==> src/core/sac_pkg.sv <==
// Purpose: Shared constants and types for the SAR converter control block
// Assumes: APB slave with 32-bit data, one aligned word per register
// Notes:   Offsets are byte addresses

package sac_pkg;

  localparam int RES_W = 10;
  localparam int CNT_W = 4;

  // Register byte offsets
  localparam logic [7:0] OFF_CTRL0  = 8'h00;
  localparam logic [7:0] OFF_CTRL1  = 8'h04;
  localparam logic [7:0] OFF_RES_HI = 8'h08;
  localparam logic [7:0] OFF_RES_LO = 8'h0C;
  localparam logic [7:0] OFF_STAT   = 8'h10;
  localparam logic [7:0] OFF_IEN    = 8'h14;
  localparam logic [7:0] OFF_ICLR   = 8'h18;

  // Control 0 field positions
  localparam int C0_ON   = 0;
  localparam int C0_GO   = 1;
  localparam int C0_CHS  = 2;
  localparam int CHS_W   = 6;

  // Control 1 field positions
  localparam int C1_PREF = 0;
  localparam int C1_NREF = 2;
  localparam int C1_CS   = 4;
  localparam int C1_FM   = 7;

  // Channel codes for internal sources
  localparam logic [5:0] CH_VSS  = 6'h3C;
  localparam logic [5:0] CH_TEMP = 6'h3D;
  localparam logic [5:0] CH_DAC  = 6'h3E;
  localparam logic [5:0] CH_FVR  = 6'h3F;

  // Positive reference codes
  localparam logic [1:0] PREF_VDD  = 2'h0;
  localparam logic [1:0] PREF_PIN  = 2'h2;
  localparam logic [1:0] PREF_F2V  = 2'h1;
  localparam logic [1:0] PREF_F4V  = 2'h3;

  // Conversion clock codes; x11 selects the RC oscillator
  localparam logic [2:0] CS_DIV2  = 3'h0;
  localparam logic [2:0] CS_DIV4  = 3'h4;
  localparam logic [2:0] CS_DIV8  = 3'h1;
  localparam logic [2:0] CS_DIV16 = 3'h5;
  localparam logic [2:0] CS_DIV32 = 3'h2;
  localparam logic [2:0] CS_DIV64 = 3'h6;
  localparam logic [1:0] CS_RC    = 2'h3;

  // Sequence length in bit periods
  localparam logic [CNT_W-1:0] CONV_PERIODS = 4'hC;
  localparam logic [CNT_W-1:0] LEAD_PERIODS = 4'h1;

  // Status bits
  localparam int ST_DONE = 0;
  localparam int ST_W    = 1;

  typedef enum logic [1:0] {SAC_IDLE, SAC_LEAD, SAC_BITS, SAC_TAIL} sac_state_t;

endpackage

==> src/core/sac_tick_if.sv <==
// Purpose: Bit-period tick carrier between divider and sequencer
// Assumes: Single clock domain
// Notes:   None

`timescale 1ns/1ps

interface sac_tick_if;
  logic [2:0] sel;
  logic       rc_raw;
  logic       run;
  logic       tick;
  modport src (input sel, input rc_raw, input run, output tick);
  modport dst (output sel, output rc_raw, output run, input tick);
endinterface

==> src/core/sac_top.sv <==
// Purpose: Control of a 10-bit successive-approximation converter
// Assumes: Analog front end supplies a comparator decision each bit period
// Notes:   APB register access, level interrupt output
//
// Contract
// Produce 10-bit result by successive approximation into readable result pair
// Six-bit channel field routes one input to sample-and-hold
// Channel selector offers temperature, DAC, fixed reference and ground
// Completion raises interrupt usable to wake from sleep
// Two-bit positive reference field: pin, supply, 2.048V, 4.096V
// One bit chooses negative reference pin or ground
// Three-bit clock field selects divide 2 to 64 or RC oscillator
// One bit per period; whole conversion takes twelve periods
// Software picks RC oscillator for conversions during sleep
// Non-RC conversion clock derives from system clock
// Software picks divider meeting the bit period specification
// Software waits after channel change before next conversion
// Software should select ground before stepping to lower voltage
// Writing start while enabled begins a conversion
// Completion clears start, sets done flag, updates both results
// Early stop writes partial result, filling with last converted bit; a stop in the lead period keeps the old result
// Done flag set on every completion regardless of enable
// Bits resolve most significant first, one per period

`timescale 1ns/1ps

module sac_top #(
  parameter int RES_W = sac_pkg::RES_W
) (
  // Clock and reset
  input  wire logic        pclk,
  input  wire logic        presetn,
  // APB slave
  input  wire logic        psel,
  input  wire logic        penable,
  input  wire logic        pwrite,
  input  wire logic [7:0]  paddr,
  input  wire logic [31:0] pwdata,
  output logic      [31:0] prdata,
  output logic             pready,
  output logic             pslverr,
  // Analog front end
  input  wire logic        rc_osc,
  input  wire logic        cmp_out,
  output logic [5:0]       channel_select,
  output logic [1:0]       pos_ref_select,
  output logic             neg_ref_select,
  output logic             conv_enable,
  output logic             sample_hold,
  output logic [RES_W-1:0] dac_trial,
  // Interrupt
  output logic             irq
);

  sac_tick_if tk ();

  sac_pkg::sac_state_t st_r, st_nxt;
  logic [7:0]       c0_r, c0_nxt;
  logic [7:0]       c1_r, c1_nxt;
  logic [RES_W-1:0] sar_r, sar_nxt;
  logic [RES_W-1:0] res_r, res_nxt;
  logic [3:0]       cnt_r, cnt_nxt;
  logic [3:0]       bit_r, bit_nxt;
  logic             lastbit_r, lastbit_nxt;
  logic [sac_pkg::ST_W-1:0] stat_r, stat_nxt, ien_r, ien_nxt;
  logic [31:0]      rd_r, rd_nxt;
  logic [2:0]       cmp_sync_r;
  logic             cmp_lvl_r, cmp_lvl_nxt;
  logic             wr, rd, go, on, done_ev;
  logic [RES_W-1:0] fill;
  logic [15:0]      res_fmt;

  assign wr = psel && penable && pwrite;
  assign rd = psel && !penable && !pwrite;
  assign on = c0_r[sac_pkg::C0_ON];
  assign go = c0_r[sac_pkg::C0_GO];

  sac_clkdiv u_div (
    .pclk    (pclk),
    .presetn (presetn),
    .tk      (tk)
  );

  assign tk.sel    = c1_r[sac_pkg::C1_CS +: 3];
  assign tk.rc_raw = rc_osc;
  assign tk.run    = (st_r != sac_pkg::SAC_IDLE);

  // Partial result: unresolved low bits copy last resolved bit
  always_comb begin
    fill = sar_r;
    for (int i = 0; i < RES_W; i++) begin
      if (i < int'(bit_r)) begin
        fill[i] = lastbit_r;
      end
    end
  end

  // Sequencer
  always_comb begin
    st_nxt      = st_r;
    sar_nxt     = sar_r;
    res_nxt     = res_r;
    cnt_nxt     = cnt_r;
    bit_nxt     = bit_r;
    lastbit_nxt = lastbit_r;
    done_ev     = 1'b0;
    cmp_lvl_nxt = cmp_lvl_r;
    if (cmp_sync_r[2] == cmp_sync_r[1]) begin
      cmp_lvl_nxt = cmp_sync_r[2];
    end
    c0_nxt      = c0_r;
    c1_nxt      = c1_r;
    if (wr && paddr == sac_pkg::OFF_CTRL0) begin
      c0_nxt = pwdata[7:0];
    end
    if (wr && paddr == sac_pkg::OFF_CTRL1) begin
      c1_nxt = pwdata[7:0];
    end
    case (st_r)
      sac_pkg::SAC_IDLE: begin
        if (go && on) begin
          st_nxt  = sac_pkg::SAC_LEAD;
          cnt_nxt = 4'h0;
          bit_nxt = 4'(RES_W);
          sar_nxt = '0;
        end
      end
      sac_pkg::SAC_LEAD: begin
        if (tk.tick) begin
          cnt_nxt = cnt_r + 4'h1;
          st_nxt  = sac_pkg::SAC_BITS;
          sar_nxt = {1'b1, {(RES_W-1){1'b0}}};
        end
      end
      sac_pkg::SAC_BITS: begin
        if (tk.tick) begin
          cnt_nxt = cnt_r + 4'h1;
          sar_nxt[bit_r-4'h1] = cmp_lvl_nxt;
          lastbit_nxt         = cmp_lvl_nxt;
          bit_nxt             = bit_r - 4'h1;
          if (bit_r > 4'h1) begin
            sar_nxt[bit_r-4'h2] = 1'b1;
          end else begin
            st_nxt = sac_pkg::SAC_TAIL;
          end
        end
      end
      sac_pkg::SAC_TAIL: begin
        if (tk.tick && cnt_r + 4'h1 >= sac_pkg::CONV_PERIODS) begin
          st_nxt  = sac_pkg::SAC_IDLE;
          res_nxt = sar_r;
          c0_nxt[sac_pkg::C0_GO] = 1'b0;
          done_ev = 1'b1;
        end else if (tk.tick) begin
          cnt_nxt = cnt_r + 4'h1;
        end
      end
      default: st_nxt = sac_pkg::SAC_IDLE;
    endcase
    if (st_r != sac_pkg::SAC_IDLE && !done_ev && (!c0_nxt[sac_pkg::C0_GO] || !on)) begin
      st_nxt  = sac_pkg::SAC_IDLE;
      res_nxt = (st_r == sac_pkg::SAC_LEAD) ? res_r : fill;
      done_ev = 1'b0;
    end
  end

  // Result formatting and status
  always_comb begin
    if (c1_r[sac_pkg::C1_FM]) begin
      res_fmt = {6'h00, res_r};
    end else begin
      res_fmt = {res_r, 6'h00};
    end
    stat_nxt = stat_r;
    ien_nxt  = ien_r;
    if (wr && paddr == sac_pkg::OFF_ICLR) begin
      stat_nxt = stat_r & ~pwdata[sac_pkg::ST_W-1:0];
    end
    if (wr && paddr == sac_pkg::OFF_IEN) begin
      ien_nxt = pwdata[sac_pkg::ST_W-1:0];
    end
    if (done_ev) begin
      stat_nxt[sac_pkg::ST_DONE] = 1'b1;
    end
    rd_nxt = rd_r;
    if (rd) begin
      case (paddr)
        sac_pkg::OFF_CTRL0:  rd_nxt = {24'h000000, c0_r};
        sac_pkg::OFF_CTRL1:  rd_nxt = {24'h000000, c1_r};
        sac_pkg::OFF_RES_HI: rd_nxt = {24'h000000, res_fmt[15:8]};
        sac_pkg::OFF_RES_LO: rd_nxt = {24'h000000, res_fmt[7:0]};
        sac_pkg::OFF_STAT:   rd_nxt = {31'h00000000, stat_r};
        sac_pkg::OFF_IEN:    rd_nxt = {31'h00000000, ien_r};
        default:             rd_nxt = 32'h00000000;
      endcase
    end
  end

  always_ff @(posedge pclk or negedge presetn) begin
    if (!presetn) begin
      st_r       <= sac_pkg::SAC_IDLE;
      c0_r       <= 8'h00;
      c1_r       <= 8'h00;
      sar_r      <= '0;
      res_r      <= '0;
      cnt_r      <= 4'h0;
      bit_r      <= 4'h0;
      lastbit_r  <= 1'b0;
      stat_r     <= '0;
      ien_r      <= '0;
      rd_r       <= 32'h00000000;
      cmp_sync_r <= 3'h0;
      cmp_lvl_r  <= 1'b0;
    end else begin
      st_r       <= st_nxt;
      c0_r       <= c0_nxt;
      c1_r       <= c1_nxt;
      sar_r      <= sar_nxt;
      res_r      <= res_nxt;
      cnt_r      <= cnt_nxt;
      bit_r      <= bit_nxt;
      lastbit_r  <= lastbit_nxt;
      stat_r     <= stat_nxt;
      ien_r      <= ien_nxt;
      rd_r       <= rd_nxt;
      cmp_sync_r <= {cmp_sync_r[1:0], cmp_out};
      cmp_lvl_r  <= cmp_lvl_nxt;
    end
  end

  // Outputs
  assign prdata         = rd_r;
  assign pready         = 1'b1;
  assign pslverr        = 1'b0;
  assign channel_select = c0_r[sac_pkg::C0_CHS +: sac_pkg::CHS_W];
  assign pos_ref_select = c1_r[sac_pkg::C1_PREF +: 2];
  assign neg_ref_select = c1_r[sac_pkg::C1_NREF];
  assign conv_enable    = on;
  assign sample_hold    = (st_r == sac_pkg::SAC_IDLE) || (st_r == sac_pkg::SAC_LEAD);
  assign dac_trial      = sar_r;
  assign irq            = |(stat_r & ien_r);

endmodule // sac_top

==> src/core/sac_clkdiv.sv <==
// Purpose: Bit-period tick generator from system clock or RC oscillator
// Assumes: RC oscillator is asynchronous and slower than pclk
// Notes:   RC input passes three flops; edge counts when last two agree

`timescale 1ns/1ps

module sac_clkdiv (
  // Clock and reset
  input  wire logic pclk,
  input  wire logic presetn,
  // Tick carrier
  sac_tick_if.src   tk
);

  logic [5:0] div_r, div_nxt;
  logic [2:0] sync_r, sync_nxt;
  logic       rc_lvl_r, rc_lvl_nxt;
  logic [5:0] last;
  logic       tick_c;

  always_comb begin
    case (tk.sel)
      sac_pkg::CS_DIV2:  last = 6'h01;
      sac_pkg::CS_DIV4:  last = 6'h03;
      sac_pkg::CS_DIV8:  last = 6'h07;
      sac_pkg::CS_DIV16: last = 6'h0F;
      sac_pkg::CS_DIV32: last = 6'h1F;
      sac_pkg::CS_DIV64: last = 6'h3F;
      default:           last = 6'h01;
    endcase
  end

  always_comb begin
    sync_nxt   = {sync_r[1:0], tk.rc_raw};
    rc_lvl_nxt = rc_lvl_r;
    if (sync_r[2] == sync_r[1]) begin
      rc_lvl_nxt = sync_r[2];
    end
    div_nxt = 6'h00;
    tick_c  = 1'b0;
    if (tk.sel[1:0] == sac_pkg::CS_RC) begin
      tick_c = tk.run && rc_lvl_nxt && !rc_lvl_r;
    end else if (tk.run) begin
      if (div_r == last) begin
        tick_c = 1'b1;
      end else begin
        div_nxt = div_r + 6'h01;
      end
    end
  end

  always_ff @(posedge pclk or negedge presetn) begin
    if (!presetn) begin
      div_r    <= 6'h00;
      sync_r   <= 3'h0;
      rc_lvl_r <= 1'b0;
    end else begin
      div_r    <= div_nxt;
      sync_r   <= sync_nxt;
      rc_lvl_r <= rc_lvl_nxt;
    end
  end

  assign tk.tick = tick_c;

endmodule // sac_clkdiv

==> config.mk <==
export PLATFORM = sky130hd
export DESIGN_NAME = sac_top
export DESIGN_NICKNAME = d
export VERILOG_FILES = /design/src/core/sac_pkg.sv /design/src/core/sac_tick_if.sv /design/src/core/sac_top.sv /design/src/core/sac_clkdiv.sv
export SDC_FILE = /design/constraint.sdc
export NUM_CORES = 1
export LEC_CHECK = 0
export BUFFER_PORTS_ARGS = -buffer_cell sky130_fd_sc_hd__buf_2
export CAP_MARGIN = 20
export CORE_MARGIN = 2
export CORE_UTILIZATION = 59
export DETAILED_ROUTE_END_ITERATION = 6
export GPL_TIMING_DRIVEN = 0
export PLACE_DENSITY = 0.84
export SYNTH_ARGS = -nofsm -noshare
export SYNTH_HDL_FRONTEND = slang
export SYNTH_SLANG_ARGS = --single-unit
==> constraint.sdc <==
create_clock -name pclk -period 4.95 [get_ports pclk]
set_input_delay 0.7425 -clock pclk [delete_from_list [all_inputs] [get_ports pclk]]
set_output_delay 0.7425 -clock pclk [all_outputs]
set_load 0.02 [all_outputs]
=== Word level (Yosys, flattened, before mapping) ===
Index checks and enable logic that the tools add are counted.

* Flip-flop bits (word level): 95
* Word-level logic and storage cells: 165
* Bits of input ports: 47
* Output and inout bits: 56

* Add/subtract/negate cells: 4
* Equal/unequal tests: 28
* Bitwise gates (word level): 4
* Multiplexer cells: 57
* $lt $le $gt $ge: 16
* Reduce and logical (&&, ||, !) cells: 39

{| class="wikitable"
|+ Operators by type and width
! operator !! number
|-
| 10-bit 2-to-1 mux || 8
|-
| 8-bit case mux with 6 select lines || 1
|-
| 10-bit case mux with 3 select lines || 1
|-
| 6-bit case mux with 5 select lines || 1
|-
| 8-bit by 5-bit equality test with 1-bit output (second input constant) || 3
|-
| 1-bit 2-to-1 mux || 24
|-
| 4-bit 2-to-1 mux || 5
|-
| 6-bit 2-to-1 mux || 3
|-
| 8-bit by 4-bit equality test with 1-bit output (second input constant) || 2
|-
| 1-bit logical AND || 16
|-
| 3-bit by 4-bit less-than comparator with 1-bit output (first input constant) || 4
|-
| 16-bit 2-to-1 mux || 1
|-
| 3-bit inequality test (second input constant) || 5
|-
| 2-bit 2-to-1 mux || 7
|-
| 4-bit case mux with 3 select lines || 1
|-
| 10-bit bitwise mux || 1
|-
| 4-bit by 5-bit less-than comparator with 1-bit output (second input constant) || 2
|-
| 2-bit inequality test (second input constant) || 5
|-
| 10-bit bitwise OR || 1
|-
| 2-bit nonzero test || 5
|-
| 3-bit equality test (second input constant) || 3
|-
| 1-bit demux with 4-bit select || 2
|-
| 8-bit by 3-bit equality test with 1-bit output (second input constant) || 1
|-
| 4-bit by 1-bit >= comparator with 1-bit output (second input constant) || 2
|-
| 29 further kinds || 44
|}

=== Depth between registers and ports, before layout ===
* Depth in word-level cells: 14
* Mapped depth: 11
* Depth with buffers taken out: 9

=== Cells and area by module ===
A second synthesis with hierarchy kept.

* Cell total of the unflattened synthesis: 470
* Area total of the unflattened synthesis: 4541.9 um2

{| class="wikitable"
|+ By module, submodules not included
! module !! area an instance (um2) !! sequential area each (um2) !! cells each !! instances
|-
| sac_top || 3987.6 || 1526.5 || 413 || 1
|-
| sac_clkdiv || 554.3 || 250.2 || 57 || 1
|}

=== Worst setup path before layout ===
Ideal clock, no wire load.

* Path type: input port to flip-flop
* From: in paddr[4]
* To: reg res_r[3]
* Cell stages on the path: 9
* Path slack: 2.064 ns
* Data arrival time: 2.759 ns
* Data required time: 4.823 ns
* Setup time: 0.127 ns
* Buffers on the path: 3
* Cells stage by stage: buf_2 > nor4_1 > nand4_1 > mux2i_1 > nor3_1 > clkbuf_1 > buf_2 > a21oi_1 > o2bb2a_1

* Longest elaborated chain between the ends: 10
* Elaborated cells on any way between the ends: 13
* Classes of those cells: eq/ne: 1; mux: 4; reduce/logical: 8

{| class="wikitable"
|+ RTL lines
! item !! RTL line !! RTL
|-
| from (decl) || sac_top.sv:37 || <nowiki>input wire logic [7:0] paddr,</nowiki>
|-
| 8-bit zero test (*) || sac_top.sv:113 || <nowiki>if (wr && paddr == sac_pkg::OFF_CTRL0) begin</nowiki>
|-
| 1-bit logical AND (*) || sac_top.sv:113 ||
|-
| 2-bit 2-to-1 mux (*) || sac_top.sv:113 ||
|-
| 1-bit 2-to-1 mux || sac_top.sv:149 || <nowiki>if (tk.tick && cnt_r + 4'h1 >= sac_pkg::CONV_PERIODS) begin</nowiki>
|-
| 1-bit 2-to-1 mux (*) || sac_top.sv:119 || <nowiki>case (st_r)</nowiki>
|-
| 1-bit zero test (*) || sac_top.sv:160 || <nowiki>if (st_r != sac_pkg::SAC_IDLE && !done_ev && (!c0_nxt[sac_pkg::C0_GO] || !on)) begin</nowiki>
|-
| 1-bit logical OR (*) || sac_top.sv:160 ||
|-
| 1-bit logical AND (*) || sac_top.sv:160 ||
|-
| 2-bit inequality test (no line) / 2-bit nonzero test (equally long branches) || - ||
|-
| 3-bit AND reduction (no line) || - ||
|-
| to (signal assigned) || sac_top.sv:219 || <nowiki>res_r <= res_nxt;</nowiki>
|-
| to (decl) || sac_top.sv:61 || <nowiki>logic [RES_W-1:0] res_r, res_nxt;</nowiki>
|}

Every way passes the cells marked *; elsewhere a longest branch is shown, timed or not.
A chain may end at the register's enable or synchronous reset.

=== Worst setup path after layout ===
* From: in paddr[4]
* To: reg res_r[5]

The elaborated chain is that of the path after synthesis.

==> results.md <==
- Clock Latency Late Sink: approximately 350 ps
- Reg2reg path depth: 10
- Chip height: roughly 92 um
- Global Route Usage Sum: 25.93%
- Area delta synth->final: 15.67%
- Antenna Violating Nets Remaining: 0
- Root Buffer: clkbuf_8
- Post-synth EDFFs: 0
- Clock transition at path regs: about 70 ps
- GRT Max-Usage Layer: met2
- Die Span X: about 92 um
- Comb power frac: 40.9%
- Cts repair resizes: 0
- Post-DR wirelength/cell: about 16 um
- Worst path most repeated cell: buf_2
- H-tree levels: 3
- Global-route met3 utilization: between 5 and 6%
- Slowest cell on the critical path: nand4_1
- CP Buf/Inv Count: 3
- Crit-path max cell delay: about 520 ps
- Num CTS Buffers: 9
- Seq pwr share: about a third
- CTS tree: done
- Worst setup SP type: primary input
- P per Cell Area: ~430 mW/mm2
- First-pass GRT wire length: 17.66 mm
- Worst min path class: flop to flop
- N_diodes: 0
- M1 GR Usage: around 34%
- Status: complete, no violations
- Detailed Routing Iterations Pass 1: 6
- Crit Path Class: primary input to flop
- Switching share of power: about 38%
- CP delay by family, top: simple AND/OR/NAND/NOR gates
- VDD IR max: between 200 and 300 uV
- Vias in the first global route: roughly 3700
- Setup Buffers After CTS: 0
- Hold-fix buffers, CTS: 0
- CORE AREA: about 0.0074 mm2
- Worst path required time: 5180 ps
- Post-Syn Area: ~0.0045 mm2
- Fmax: between 300 and 400 MHz
- DR DRC count: 0
- Fin crit period: between 3000 and 4000 ps
- # setup viols final: 0
- Maximum number of pins on one net before global-route repair: 72
- RSZ-0062 raised after global routing: false
- Final hold violations: 0
- Critical path, cell by cell: buf_2, nor4_1, nand4_1, mux2i_1, nor3_1, clkbuf_1, buf_2, a21oi_1, o2bb2a_1
- Starting Density: between 60 and 70%
- CP arrival: 3350 ps
- Die footprint: 0.008418 mm2
- Syn Area/Cell: between 9 and 10 um2
- Slew headroom: between 40% and 50%
- Static leakage: around 0.0025 uW
- Max cap viols: 0
- Final wirelength: about 10 mm
- Psw: between 800 and 900 uW
- Fraction of layout instances using a drive strength above 1: 25.44%
- Post-DP HPWL: roughly 7.6 mm
- Critical path depth: 9
- CTS Buffer Depth: 2
- Synth Flop Type: dfrtp_1
- Hold-critical path depth: 0
- # port buffers: 50
- Worst Path Max Fanout: 10
- Met2 GRT Util: around 42%
- Int Power: between 1000 and 1500 uW
- CTS sink count: 71
- GPL Wtd Cong: 0.9131
- Clk pwr share: between 20% and 30%
- Async set-or-reset flop fraction in the synthesized netlist: 100.0%
- Number of DRC markers in iteration 0: 409
- DR vias/cell: ~6
- Layout Skew: roughly 10 ps
- Total gr overflow: 0
- Library cells used by synthesis: 68
- Layout Nets: 630
- Layout Cells excl Fill: ~670
- Synth Warn #: 0
- Site Rows: 31
- Initial antenna violation count: 0
- Final setup TNS: 0 ps
- Final worst slack: 1832 ps
- I/O Pins: ~100
- Slew Viols, Final: 0
- Fin crit share: 62.98%
- Post-Synthesis Cells: 480
- Placement Setup Slack: 1538 ps
- #FFs+latches synth: 71
- Inst Count DP: approximately 650
- Worst-Margin Slew: between 800 and 900 ps
- CP Capture Type: flop
- Hold Slack: between 300 and 400 ps
- Seq/Total Area, Yosys: 39.11%
- Most common cell after layout, fill and taps aside: dfrtp_1
- Total number of vias: roughly 4000
- Most frequent cells in the layout: dfrtp_1 (71), buf_2 (53), nand2_1 (42)
## path summary, 6_finish.rpt
path	startpoint	to	slack, ps
setup / recovery	paddr[4]	res_r[5]	1830
hold / removal	cmp_sync_r[0]	cmp_sync_r[1]	360
setup reg to reg	bit_r[2]	dac_trial[1]	2100
hold reg to reg	cmp_sync_r[0]	cmp_sync_r[1]	360
max in group asynchronous	presetn	c0_r[5]	3850
min in group asynchronous	presetn	c1_r[0]	470
## power by group through the flow
stage | logic, uW | registers [uW] | clock network (uW)
finish | 920 | 767 | 563
global route | 1010 | 780 | 597
CTS | 906 | 764 | 575
detailed placement | 898 | 775 | 0
global placement | 868 | 772 | 0
floorplan | 700 | 758 | 0
## layer usage
layer	part of all wire (%)	wire (um)
met1	43	4465
met2	48	4954
met3	7.0	730
met4	2.5	264
met5	0	0
## state kept, by name, summed over array words and instances (netlist names)
signal,flops
bit_r,4
c0_r,8
c1_r,8
cmp_lvl_r,1
cmp_sync_r,3
cnt_r,4
dac_trial,10
ien_r,1
lastbit_r,1
prdata,8
res_r,10
st_r,2
stat_r,1
u_div.div_r,6
u_div.rc_lvl_r,1
u_div.sync_r,3
## synth_stat cells, types with 5 or more instances
| cell | n | area share [%] |
|---|---|---|
| a21oi_1 | 31 | 3.4 |
| o22ai_1 | 6 | 0.83 |
| nand3_1 | 13 | 1.4 |
| clkbuf_1 | 13 | 1.1 |
| ha_1 | 18 | 5.0 |
| o21ai_0 | 15 | 1.7 |
| nor3_1 | 8 | 0.88 |
| mux2_2 | 18 | 4.5 |
| a22oi_1 | 5 | 0.83 |
| dfrtp_1 | 71 | 39 |
| a31oi_1 | 17 | 2.3 |
| inv_1 | 13 | 1.1 |
| a211oi_1 | 5 | 0.83 |
| o22a_1 | 8 | 1.5 |
| xnor2_1 | 5 | 0.96 |
| o2bb2a_1 | 5 | 1.1 |
| a21oi_2 | 6 | 1.2 |
| mux2i_1 | 6 | 1.3 |
| nor2b_1 | 15 | 2.1 |
| nor2_1 | 33 | 2.7 |
| a22o_1 | 8 | 1.5 |
| nand2_1 | 42 | 3.5 |
| buf_4 | 35 | 5.8 |
| buf_6 | 5 | 1.2 |
## worst reg2reg max path: cells and delay by family, from the launching register on
family | cells | cell delay, ps
flops | 1 | 340
buf+inv | 2 | 590
fa+ha+maj | 1 | 230
xor+xnor | 1 | 170
simple gates | 1 | 470
compound gates | 5 | 960
## through the flow
stage / util (%) / power, uW / instance area (um2)
CTS: 71.31 / 2246 / 5255
floorplan: - / 1458 / 4633
global route: 71.31 / 2389 / 5255
detailed placement: 67.98 / 1673 / 5010
global placement: 67.95 / 1640 / 5007
finish: 71.31 / 2249 / 5255
## cell families (layout without fill, tap and decap cells)
logic type / Yosys count / after routing / synth area share, %
buffers and inverters: 71 / 137 / 9.694
muxes: 25 / 25 / 6.031
DFF: 71 / 71 / 39.11
xor gates and xnor gates: 9 / 9 / 1.735
and+or+nand+nor: 138 / 138 / 15.04
other: 2 / 26 / 0.1653
AOI/OAI and AO/OA: 144 / 144 / 22.83
adders and majority gates: 20 / 20 / 5.398
## cell type report
type                    instances  area, um2
multi-input cells             362       2416
fillers                       581       2115
flip-flops and latches         71       1777
plain buffers                  58      391.6
repair buffers                 50      252.7
clock buffers                  10      137.6
well taps                      99      123.9
clock inverters                 6      107.6
inverters                      13      48.80
Note: power is estimated with default switching activity, not from simulation.
